<file path="src/hw/run_stop_pkg.sv">
// Shared constants, types and helpers for the run/stop mode controller.
package run_stop_pkg;

    localparam int ADDR_W = 8;
    localparam int DATA_W = 32;

    localparam logic [7:0] OFF_CTRL = 8'h00;
    localparam logic [7:0] OFF_STATUS = 8'h04;
    localparam logic [7:0] OFF_TASK_ACTIVE = 8'h08;
    localparam logic [7:0] OFF_OUT_IMAGE = 8'h0C;
    localparam logic [7:0] OFF_IN_IMAGE = 8'h10;
    localparam logic [7:0] OFF_MEM_ADDR = 8'h14;
    localparam logic [7:0] OFF_MEM_DATA = 8'h18;

    localparam int CTRL_RUN_BIT = 0;
    localparam int CTRL_CLEAR_BIT = 1;
    localparam int CTRL_RETAIN_BIT = 2;
    localparam logic [2:0] CTRL_RESET = 3'h0;

    localparam int ST_RUN_BIT = 0;
    localparam int ST_CLEAR_BIT = 1;
    localparam int ST_REJECT_BIT = 2;
    localparam int ST_IRQ_BIT = 3;
    localparam int ST_PHASE_LSB = 4;

    typedef enum logic [2:0] {
        PH_IN = 3'h0,
        PH_PROG = 3'h1,
        PH_OUT = 3'h3,
        PH_END = 3'h2,
        PH_CLEAR = 3'h6
    } phase_t;

    typedef enum logic [2:0] {
        CFG_TABLE = 3'h0,
        CFG_INIT = 3'h1,
        CFG_PROG = 3'h2,
        CFG_CHECK = 3'h3,
        CFG_FORCE = 3'h4
    } cfg_kind_t;

    typedef struct packed {
        logic valid;
        cfg_kind_t kind;
    } cfg_req_t;

    typedef struct packed {
        logic accept;
        logic reject;
    } cfg_ans_t;

    // Only checks and bit forcing leave the running program's setup untouched.
    function automatic logic cfgAllowedInRun(input cfg_kind_t k);
        return (k == CFG_CHECK) || (k == CFG_FORCE);
    endfunction : cfgAllowedInRun

endpackage : run_stop_pkg

</file>
<file path="src/hw/data_area_mem.sv">
// Program data memory with registered read port and write-through.
`timescale 1ns/1ns
module data_area_mem #(
    parameter int DEPTH = 64,
    parameter int WIDTH = 32,
    parameter int AW = 6
) (
    // Clock and reset
    input wire logic clk,
    input wire logic rst,
    // Write port
    input wire logic we,
    input wire logic [AW-1:0] waddr,
    input wire logic [WIDTH-1:0] wdata,
    // Read port
    input wire logic [AW-1:0] raddr,
    output logic [WIDTH-1:0] rdata
);

    logic [WIDTH-1:0] mem [DEPTH];

    always_ff @(posedge clk) begin
        if (we) begin
            mem[waddr] <= wdata;
        end
    end

    // Write-through keeps a read of the address just written from seeing stale data.
    always_ff @(posedge clk) begin
        if (rst) begin
            rdata <= '0;
        end else if (we && (waddr == raddr)) begin
            rdata <= wdata;
        end else begin
            rdata <= mem[raddr];
        end
    end

endmodule : data_area_mem

</file>
<file path="src/hw/run_stop_mode_controller.sv">
// Run/stop mode controller with scan sequencing, task and interrupt gating.
//
// The plain strobed port and the register offsets were decided locally.
`timescale 1ns/1ns
// Notes on behaviour
// - The user program runs only in RUN mode and never in STOP mode.
// - In STOP mode table and program downloads, config init, program checks and bit forcing are accepted.
// - In RUN mode module table download and configuration initialization are rejected.
// - In STOP mode external outputs go off unless output retention is set, which holds the last state.
// - In RUN mode the program's output image decides the external outputs.
// - In STOP mode no cyclic loop task executes.
// - In STOP mode no interrupt task starts even when its condition occurs.
// - In RUN mode loop tasks not currently executing are held halted.
// - In RUN mode a loop task runs when it is active or an enable instruction for it was executed.
// - In RUN mode a loop task is skipped when inactive or after a disable instruction for it.
// - In RUN mode an interrupt task runs whenever its condition is met.
// - On STOP to RUN the non-latched area is cleared or kept according to the clear setting.
// - The latched area is never cleared, and RUN to STOP clears nothing.
// - Each scan refreshes inputs before the program and outputs after it.
// - An interrupt starts only after the current instruction completes, saving and later resuming its position.
module run_stop_mode_controller
    import run_stop_pkg::*;
#(
    parameter int NUM_TASKS = 8,
    parameter int NUM_IRQ = 4,
    parameter int IO_W = 16,
    parameter int POS_W = 16,
    parameter int MEM_DEPTH = 64,
    parameter int LATCH_BASE = 48
) (
    // Clock and reset
    input wire logic clk,
    input wire logic rst,
    // Register port
    input wire logic [ADDR_W-1:0] regAddr,
    input wire logic [DATA_W-1:0] regWdata,
    input wire logic regWr,
    input wire logic regRd,
    output logic [DATA_W-1:0] regRdata,
    // Configuration tool
    input wire cfg_req_t cfgReq,
    output cfg_ans_t cfgAns,
    // I/O modules
    input wire logic [IO_W-1:0] inPins,
    output logic [IO_W-1:0] extOut,
    // Program executor
    input wire logic programDone,
    input wire logic instrDone,
    input wire logic [POS_W-1:0] nextPos,
    input wire logic irqDone,
    input wire logic [NUM_TASKS-1:0] taskEnableInstr,
    input wire logic [NUM_TASKS-1:0] taskDisableInstr,
    input wire logic [NUM_IRQ-1:0] irqCond,
    output logic programRun,
    output logic [NUM_TASKS-1:0] taskRun,
    output logic irqStart,
    output logic [NUM_IRQ-1:0] irqGrant,
    output logic irqResume,
    output logic [POS_W-1:0] resumePos,
    output logic runMode,
    output logic scanEnd
);

    localparam int MA_W = $clog2(MEM_DEPTH);

    function automatic logic [NUM_IRQ-1:0] lowestOne(input logic [NUM_IRQ-1:0] x);
        return x & (~x + NUM_IRQ'(1));
    endfunction : lowestOne

    phase_t phase_q, phase_d;
    logic mode_q, mode_d;
    logic [MA_W-1:0] clearAddr_q, clearAddr_d;
    logic [IO_W-1:0] inImage_q, inImage_d;
    logic [IO_W-1:0] extOut_q, extOut_d;
    logic [NUM_TASKS-1:0] taskOn_q, taskOn_d;
    logic [NUM_TASKS-1:0] taskRun_q, taskRun_d;
    logic [NUM_IRQ-1:0] irqPend_q, irqPend_d;
    logic [NUM_IRQ-1:0] irqGrant_q, irqGrant_d;
    logic irqActive_q, irqActive_d;
    logic irqStart_q, irqStart_d;
    logic irqResume_q, irqResume_d;
    logic [POS_W-1:0] savedPos_q, savedPos_d;
    logic [POS_W-1:0] resumePos_q, resumePos_d;
    logic programRun_q, programRun_d;
    logic scanEnd_q, scanEnd_d;

    logic [2:0] ctrl_q, ctrl_d;
    logic [IO_W-1:0] outImage_q, outImage_d;
    logic [MA_W-1:0] memAddr_q, memAddr_d;
    logic reject_q, reject_d;
    logic [DATA_W-1:0] rdata_q, rdata_d;
    cfg_ans_t cfgAns_q, cfgAns_d;

    logic wrTaskActive;
    logic wrMemData;
    logic memWe;
    logic [MA_W-1:0] memWaddr;
    logic [DATA_W-1:0] memWdata;
    logic [MA_W-1:0] memRaddr;
    logic [DATA_W-1:0] memRdata;
    logic [NUM_IRQ-1:0] irqSeen;

    assign wrTaskActive = regWr && (regAddr == OFF_TASK_ACTIVE);
    assign wrMemData = regWr && (regAddr == OFF_MEM_DATA);

    // The clear walk owns the write port; software writes to the data area are dropped meanwhile.
    always_comb begin
        if (phase_q == PH_CLEAR) begin
            memWe = 1'b1;
            memWaddr = clearAddr_q;
            memWdata = '0;
        end else begin
            memWe = wrMemData;
            memWaddr = memAddr_q;
            memWdata = regWdata;
        end
        memRaddr = (regWr && (regAddr == OFF_MEM_ADDR)) ? regWdata[MA_W-1:0] : memAddr_q;
    end

    data_area_mem #(
        .DEPTH(MEM_DEPTH),
        .WIDTH(DATA_W),
        .AW(MA_W)
    ) dataArea (
        .clk(clk),
        .rst(rst),
        .we(memWe),
        .waddr(memWaddr),
        .wdata(memWdata),
        .raddr(memRaddr),
        .rdata(memRdata)
    );

    // Scan sequencer, tasks and interrupts.
    always_comb begin
        phase_d = phase_q;
        mode_d = mode_q;
        clearAddr_d = clearAddr_q;
        inImage_d = inImage_q;
        extOut_d = extOut_q;
        taskOn_d = taskOn_q;
        irqActive_d = irqActive_q;
        irqStart_d = 1'b0;
        irqGrant_d = '0;
        irqResume_d = 1'b0;
        savedPos_d = savedPos_q;
        resumePos_d = resumePos_q;
        scanEnd_d = 1'b0;
        case (phase_q)
            PH_IN: begin
                inImage_d = inPins;
                phase_d = PH_PROG;
            end
            PH_PROG: begin
                if (!mode_q) begin
                    phase_d = PH_OUT;
                end else if (programDone && !irqActive_q) begin
                    phase_d = PH_OUT;
                end
            end
            PH_OUT: begin
                if (mode_q) begin
                    extOut_d = outImage_q;
                end else if (!ctrl_q[CTRL_RETAIN_BIT]) begin
                    extOut_d = '0;
                end
                phase_d = PH_END;
            end
            PH_END: begin
                scanEnd_d = 1'b1;
                phase_d = PH_IN;
                if (ctrl_q[CTRL_RUN_BIT] && !mode_q) begin
                    if (ctrl_q[CTRL_CLEAR_BIT]) begin
                        phase_d = PH_CLEAR;
                        clearAddr_d = '0;
                    end else begin
                        mode_d = 1'b1;
                    end
                end else if (!ctrl_q[CTRL_RUN_BIT] && mode_q) begin
                    mode_d = 1'b0;
                end
            end
            PH_CLEAR: begin
                // Only the area below the latched base is wiped.
                if (clearAddr_q == MA_W'(LATCH_BASE - 1)) begin
                    mode_d = 1'b1;
                    phase_d = PH_IN;
                end else begin
                    clearAddr_d = clearAddr_q + MA_W'(1);
                end
            end
            default: begin
                phase_d = PH_IN;
            end
        endcase
        if (wrTaskActive) begin
            taskOn_d = regWdata[NUM_TASKS-1:0];
        end
        if (mode_q && (phase_q == PH_PROG)) begin
            taskOn_d = (taskOn_d | taskEnableInstr) & ~taskDisableInstr;
        end
        programRun_d = mode_d && (phase_d == PH_PROG);
        taskRun_d = programRun_d ? taskOn_d : '0;
        irqSeen = mode_q ? (irqPend_q | irqCond) : '0;
        irqPend_d = irqSeen;
        if (mode_q && (phase_q == PH_PROG) && !irqActive_q && instrDone && (irqSeen != '0)) begin
            irqGrant_d = lowestOne(irqSeen);
            irqStart_d = 1'b1;
            irqActive_d = 1'b1;
            savedPos_d = nextPos;
            irqPend_d = (irqPend_q & ~irqGrant_d) | irqCond;
        end
        if (irqActive_q && irqDone) begin
            irqActive_d = 1'b0;
            irqResume_d = 1'b1;
            resumePos_d = savedPos_q;
        end
    end

    always_ff @(posedge clk) begin
        if (rst) begin
            phase_q <= PH_IN;
            mode_q <= 1'b0;
            clearAddr_q <= '0;
            inImage_q <= '0;
            extOut_q <= '0;
            taskOn_q <= '0;
            taskRun_q <= '0;
            irqPend_q <= '0;
            irqGrant_q <= '0;
            irqActive_q <= 1'b0;
            irqStart_q <= 1'b0;
            irqResume_q <= 1'b0;
            savedPos_q <= '0;
            resumePos_q <= '0;
            programRun_q <= 1'b0;
            scanEnd_q <= 1'b0;
        end else begin
            phase_q <= phase_d;
            mode_q <= mode_d;
            clearAddr_q <= clearAddr_d;
            inImage_q <= inImage_d;
            extOut_q <= extOut_d;
            taskOn_q <= taskOn_d;
            taskRun_q <= taskRun_d;
            irqPend_q <= irqPend_d;
            irqGrant_q <= irqGrant_d;
            irqActive_q <= irqActive_d;
            irqStart_q <= irqStart_d;
            irqResume_q <= irqResume_d;
            savedPos_q <= savedPos_d;
            resumePos_q <= resumePos_d;
            programRun_q <= programRun_d;
            scanEnd_q <= scanEnd_d;
        end
    end

    // Register port and configuration requests.
    always_comb begin
        ctrl_d = ctrl_q;
        outImage_d = outImage_q;
        memAddr_d = memAddr_q;
        reject_d = reject_q;
        rdata_d = '0;
        cfgAns_d = '0;
        if (regWr) begin
            case (regAddr)
                OFF_CTRL: ctrl_d = regWdata[2:0];
                OFF_OUT_IMAGE: outImage_d = regWdata[IO_W-1:0];
                OFF_MEM_ADDR: memAddr_d = regWdata[MA_W-1:0];
                OFF_STATUS: begin
                    if (regWdata[ST_REJECT_BIT]) begin
                        reject_d = 1'b0;
                    end
                end
                default: begin
                end
            endcase
        end
        // A rejection arriving with the clear still sets the flag.
        if (cfgReq.valid) begin
            if (!mode_q || cfgAllowedInRun(cfgReq.kind)) begin
                cfgAns_d.accept = 1'b1;
            end else begin
                cfgAns_d.reject = 1'b1;
                reject_d = 1'b1;
            end
        end
        if (regRd) begin
            case (regAddr)
                OFF_CTRL: rdata_d[2:0] = ctrl_q;
                OFF_STATUS: begin
                    rdata_d[ST_RUN_BIT] = mode_q;
                    rdata_d[ST_CLEAR_BIT] = (phase_q == PH_CLEAR);
                    rdata_d[ST_REJECT_BIT] = reject_q;
                    rdata_d[ST_IRQ_BIT] = irqActive_q;
                    rdata_d[ST_PHASE_LSB +: 3] = phase_q;
                end
                OFF_TASK_ACTIVE: rdata_d[NUM_TASKS-1:0] = taskOn_q;
                OFF_OUT_IMAGE: rdata_d[IO_W-1:0] = outImage_q;
                OFF_IN_IMAGE: rdata_d[IO_W-1:0] = inImage_q;
                OFF_MEM_ADDR: rdata_d[MA_W-1:0] = memAddr_q;
                OFF_MEM_DATA: rdata_d = memRdata;
                default: rdata_d = '0;
            endcase
        end
    end

    always_ff @(posedge clk) begin
        if (rst) begin
            ctrl_q <= CTRL_RESET;
            outImage_q <= '0;
            memAddr_q <= '0;
            reject_q <= 1'b0;
            rdata_q <= '0;
            cfgAns_q <= '0;
        end else begin
            ctrl_q <= ctrl_d;
            outImage_q <= outImage_d;
            memAddr_q <= memAddr_d;
            reject_q <= reject_d;
            rdata_q <= rdata_d;
            cfgAns_q <= cfgAns_d;
        end
    end

    assign regRdata = rdata_q;
    assign cfgAns = cfgAns_q;
    assign extOut = extOut_q;
    assign programRun = programRun_q;
    assign taskRun = taskRun_q;
    assign irqStart = irqStart_q;
    assign irqGrant = irqGrant_q;
    assign irqResume = irqResume_q;
    assign resumePos = resumePos_q;
    assign runMode = mode_q;
    assign scanEnd = scanEnd_q;
endmodule : run_stop_mode_controller

</file>
<file path="config.mk">
export PLATFORM = sky130hd
export DESIGN_NAME = run_stop_mode_controller
export DESIGN_NICKNAME = d
export VERILOG_FILES = /design/src/hw/run_stop_pkg.sv /design/src/hw/data_area_mem.sv /design/src/hw/run_stop_mode_controller.sv
export SDC_FILE = /design/constraint.sdc
export NUM_CORES = 2
export LEC_CHECK = 0
export BUFFER_PORTS_ARGS = -buffer_cell sky130_fd_sc_hd__buf_4
export CAP_MARGIN = 30
export CORE_UTILIZATION = 35
export CTS_CLUSTER_SIZE = 10
export DETAILED_ROUTE_END_ITERATION = 10
export HOLD_SLACK_MARGIN = 0.02
export SETUP_SLACK_MARGIN = 0.15
export SYNTH_ARGS = -nofsm -noshare
export SYNTH_HDL_FRONTEND = slang
export SYNTH_SLANG_ARGS = --single-unit
</file>
<file path="constraint.sdc">
create_clock -name clk -period 3.4 [get_ports clk]
set_clock_uncertainty 0.05 [all_clocks]
set_input_delay 0.34 -clock clk [delete_from_list [all_inputs] [get_ports clk]]
set_output_delay 0.34 -clock clk [all_outputs]
set_load 0.01 [all_outputs]
</file>
### Word-level counts from Yosys, hierarchy flattened

Memories as Yosys holds them, arrays and structs flattened. A register that Yosys moved wholly into a read port is not among the register bits.
Index checks and enable logic that the tools add are counted.
Widths: inputs -> output; s select.

* register bits after elaboration: 163
* latch bits: 0
* bits in writable memories: 2048
* memory bits (read-only): 0
* input bits: 103
* output and inout bits: 83
* memories: 1

Memories
* dataArea.mem: depth 64, bits a word 32, rd ports 1, clocked after Yosys merged registers in 1, wr ports 1, line data_area_mem.sv:20 `logic [WIDTH-1:0] mem [DEPTH];`

* add/subtract/negate cells: 2
* multipliers: 0
* divide/modulo/power cells: 0
* magnitude comparators: 0
* eq/ne operators: 18
* shift operators: 0
* muxes and demuxes: 42
* bitwise gates (word level): 14
* reductions and logical operators: 32

Operator list (number)
* $mux 16: 2
* $mux 32: 1
* $mux 6: 5
* $eq 8x5->1 const B: 3
* $pmux 8 s3: 1
* $pmux 3 s7: 1
* $pmux 3 s6: 1
* $mux 1: 17
* $eq 8x4->1 const B: 2
* $mux 8: 2
* $mux 3: 5
* $pmux 3 s5: 1
* $logic_and 1x1->1: 12
* $pmux 6 s2: 1
* $reduce_or 2->1: 5
* $eq 3x2->1 const B: 3
* $and 4x4->4: 2
* $and 8x8->8: 1
* $eq 8x3->1 const B: 1
* $logic_not 8->1: 1
* $mux 4: 2
* $ne 2x2->1 const B: 4
* $not 4->4: 2
* $not 8->8: 1
* 19 further kinds: 32

### Longest topological paths before layout

* depth in word-level cells: 9
* mapped depth: 14
* gate-level depth less buffers: 9

### Modules after synthesis

From an unflattened synthesis, not the netlist that was laid out.

* cell total of the unflattened synthesis: 4133
* area total of the unflattened synthesis: 85290.6 µm²

By module, submodules not included
* data_area_mem: times used 1, cells an instance 3393, area an instance 78577.9 µm²
* run_stop_mode_controller: times used 1, cells an instance 740, area an instance 6712.7 µm²

### Worst setup path before layout

No wires, ideal clock.

* path kind: reg2reg
* start: register phase_q[2]
* end: memory dataArea.mem[32][0], enable pin
* library setup time: 0.421 ns
* arrival: 3.111 ns
* required time: 2.929 ns
* slack: -0.183 ns
* stages on the path, launching flop included: 9
* path buffers: 2
* period minus slack after synthesis: 3.583 ns
* cells stage by stage: dfxtp_1 and3b_1 clkbuf_1 clkbuf_1 nor2_1 a21oi_1 nor2b_1 nand3_1 nor2_1

* longest elaborated chain between the ends: 4
* elaborated cells on any way between the ends: 5
* classes of those cells: eq/ne: 1; mux: 4

RTL lines
* start: declaration: line run_stop_mode_controller.sv:70 `phase_t phase_q, phase_d;`
* start signal: assignment: line run_stop_mode_controller.sv:239 `phase_q <= phase_d;`
* $eq 3x3->1 (*): line run_stop_mode_controller.sv:108 `if (phase_q == PH_CLEAR) begin`
* $mux 1: line run_stop_mode_controller.sv:108
* $mux 1: line data_area_mem.sv:23 `if (we) begin`
* $mux 1 (not written as such): line data_area_mem.sv:24 `mem[waddr] <= wdata;`
* end: declaration: line data_area_mem.sv:20

Mark *: on every way between the ends. The rest lies on a longest branch, timed or not.

==> impl_results.md <==
* Vias/cell at 5.46
* Async SR Flop Fraction at 0
* Grt met3 use at 0.0380
* Worst setup startpoint: phase_q[0]
* Register area share after synthesis at 0.758
* Hold Path Stages at 5
* Starting Density at 0.353
* Worst-path clk slew at 0.06 ns
* Tightest Hold Check Type: in2reg
* Storage cell area at 65400 um2
* P_leak at 0.0382 uW
* CP Capture Type: flop
* Clock Tree Buf Depth at 4
* CTS sink count at 2243
* Synth warn at 0
* Antenna violations before repair at 18
* Die width at 498 um
* R2R Path End: dataArea.rdata[23]
* Crit path max fanout at 9
* Port Buf Inserts at 185
* Placer Congestion at 0.936
* DRC Markers at 0
* Critical Path RT at 4.21 ns
* M1 GR Usage at 0.283
* Rel. slew slack at 0.313
* Largest net degree at the start of global routing at 65
* Tmin final at 3.20 ns
* Library cells used by synthesis at 66
* Inst Count DP at 9423
* Die area at 248000 um2
* Post-Layout Cell Count at 9898
* Starting DRT DRC Count at 6207
* Worst Path Class, Setup: reg2reg
* Layout area overhead at 23.6%
* Layout cells sized above 1 at 0.188
* Core ar. at 244000 um2
* Commonest cells after routing, fill and taps aside: 2048 x edfxtp_1, 934 x nand2_1, 666 x mux2i_1
* Crit path max-delay family: compound AO/OA/AOI/OAI gates
* Maximum VDD drop at 0.000541 V
* Io pins at 186
* Final ANT Viol Nets at 0
* Multi-input logic area at 20000 um2
* Vias in the first global route at 52100
* DPL Wire Length at 159000 um
* Worst-Skew Late Latency at 0.93 ns
* Mapped Cells at 5769
* Crit-path max cell delay at 0.70 ns
* Levels on crit path at 10
* DR WL/cell at 26.2 um
* Ys flop type: edfxtp_1
* Via count at 54000
* CP Launch Type: flop
* Critical Path AT at 4.01 ns
* Hold Slack at 0.114 ns
* Syn Nets at 5873
* Commonest non-fill, non-tap cell in the layout: edfxtp_1
* Max Cap Viol at 0
* Rows at 181
* Crit-path cells: and3b_2, o22ai_1, a21oi_1, a211o_1, nor4_4, buf_4, a211oi_4, buf_12, a22oi_1, and4_1
* Total gr overflow at 0
* Final #Nets at 6710
* WP buf/inv at 2
* H-tree depth at 5
* Pwr dens at 531 nW/um2
* Global-route met2 utilization at 0.318
* Period utilisation layout at 0.942
* CP endpoint: dataArea.rdata[23]
* Setup violations, final at 0
* Tightest Pin Transition at 1.02 ns
* Fill cell count at 21400
* RSZ-0062 raised after global routing: no
* Utilization after layout at 0.437
* Status: completed
* Die H at 498 um
* Flop and latch count out of synthesis at 2243
* EDFF count, synth at 2048
* Post-Syn Area per Cell at 15.0 um2
* GRT Total Usage at 0.204
* Global-route wire length before repair at 369000 um
* Reg2Reg Launch Point: phase_q[0]
* FF-to-FF path depth at 10
* Pins Over Slew Limit at 0
* Total power at 56600 uW
* Gr busiest metal: met2
* Reg-to-reg setup timing slack at 0.20 ns
* CTS buffer count at 278
* Final-report hold violation count at 0
* First-pass DRT Iterations at 7
* CTS tree: yes
* Highest Clock Rate at 312 MHz
* DRT Wirelength at 259000 um
* Syn Std Cell Area at 86300 um2
* CP max stage cell: a22oi_1
* CTS Root Cell: clkbuf_16
## registers in the layout, indices dropped and copies added (netlist names), 2 cells and up
register and cells:
irqPend_q 4, regRdata 32, ctrl_q 3, dataArea.mem 2048, taskRun 8, inImage_q 16
clearAddr_q 6, memAddr_q 6, dataArea.rdata 32, taskOn_q 8, phase_q 3, resumePos 16
irqGrant 4, extOut 16, outImage_q 16, cfgAns 2, savedPos_q 16
## cells in the mapped netlist, drive strengths merged, types with 12 or more instances
master	number	area [um2]
edfxtp	2048	61500
nand2	939	3520
mux2i	667	6680
o22ai	318	1990
nand3	285	1430
clkbuf	210	788
a21oi	208	1040
dfxtp	195	3900
nor2	185	694
buf	131	659
nor4	101	647
a31oi	100	626
nand4	72	450
a22oi	44	330
inv	44	165
and4	33	289
a22o	27	236
mux2	27	304
and2	22	138
nor3	12	70.1
o21ai	12	60.1
## how the worst min path moves through the flow
stage	from	to	slack [ns]
CTS	regWdata[16]	dataArea.rdata[16]	0.02
floorplan	dataArea.rdata[16]	regRdata[16]	0.36
finish	regAddr[2]	regRdata[3]	0.11
detailed placement	dataArea.rdata[28]	regRdata[28]	0.37
global route	regWdata[16]	dataArea.rdata[16]	0.07
global placement	dataArea.rdata[26]	regRdata[26]	0.37
## final cells by class
cell class | count | share of cell area
clock buffers | 351 | 0.0694
clock inverters | 11 | 0.000575
multi-input cells | 3140 | 0.188
well taps | 3202 | 0.0376
inverters | 45 | 0.00158
repair buffers | 898 | 0.0900
flip-flops and latches | 2243 | 0.613
diodes | 8 | 0.000188
## worst reg2reg max path: stages, from the launching register on
cell,delay [ns]
dfxtp_1,0.35
and3b_2,0.31
o22ai_1,0.40
a21oi_1,0.10
a211o_1,0.31
nor4_4,0.17
buf_4,0.20
a211oi_4,0.07
buf_12,0.16
a22oi_1,0.71
and4_1,0.29
## timing repair
action	4_1_cts	5_1_grt
pin swaps	0	1
hold endpoints to repair	336	0
hold buffers	103	0
gates resized for setup	8	6
cloned	0	0
endpoints found under the setup margin	15	229
buffers inserted	0	2
## power breakdown
group	internal [uW]	total [uW]	switching, uW	leakage, uW
Clock	15000	25300	10300	0.00364
Sequential	30100	30100	19.7	0.0200
Combinational	354	1180	824	0.0145
Total	45500	56600	11200	0.0382
## cell families (layout without fill, tap and decap cells)
group,after synthesis,in the layout,share of synthesized area
other,0,8,0
AOI/OAI and AO/OA,744,744,0.0536
adders and majority gates,1,1,0.000145
DFF,2243,2243,0.758
muxes,694,694,0.0809
xor gates and xnor gates,8,8,0.000812
and+or+nand+nor,1693,1693,0.0878
buffers and inverters,386,1305,0.0187
## through the flow
step / setup TNS, ns / cell area [um2] / worst slack (ns)
final: 0 / 107000 / 0.197
after global routing: 0 / 107000 / 0.156
after CTS: 0 / 107000 / 0.153
after detailed placement: -15.26 / 98100 / -1.04
after global placement: -14.84 / 98100 / -1.18
after floorplan: -151.65 / 86300 / -0.183
## metal layers
layer  vias up  part of all wire
met2      2426              0.45
li1      23700                 -
met3       415             0.085
met5         -          0.000077
met1     27500              0.42
met4         2             0.037
No activity file was read; power rests on OpenSTA's default activity.
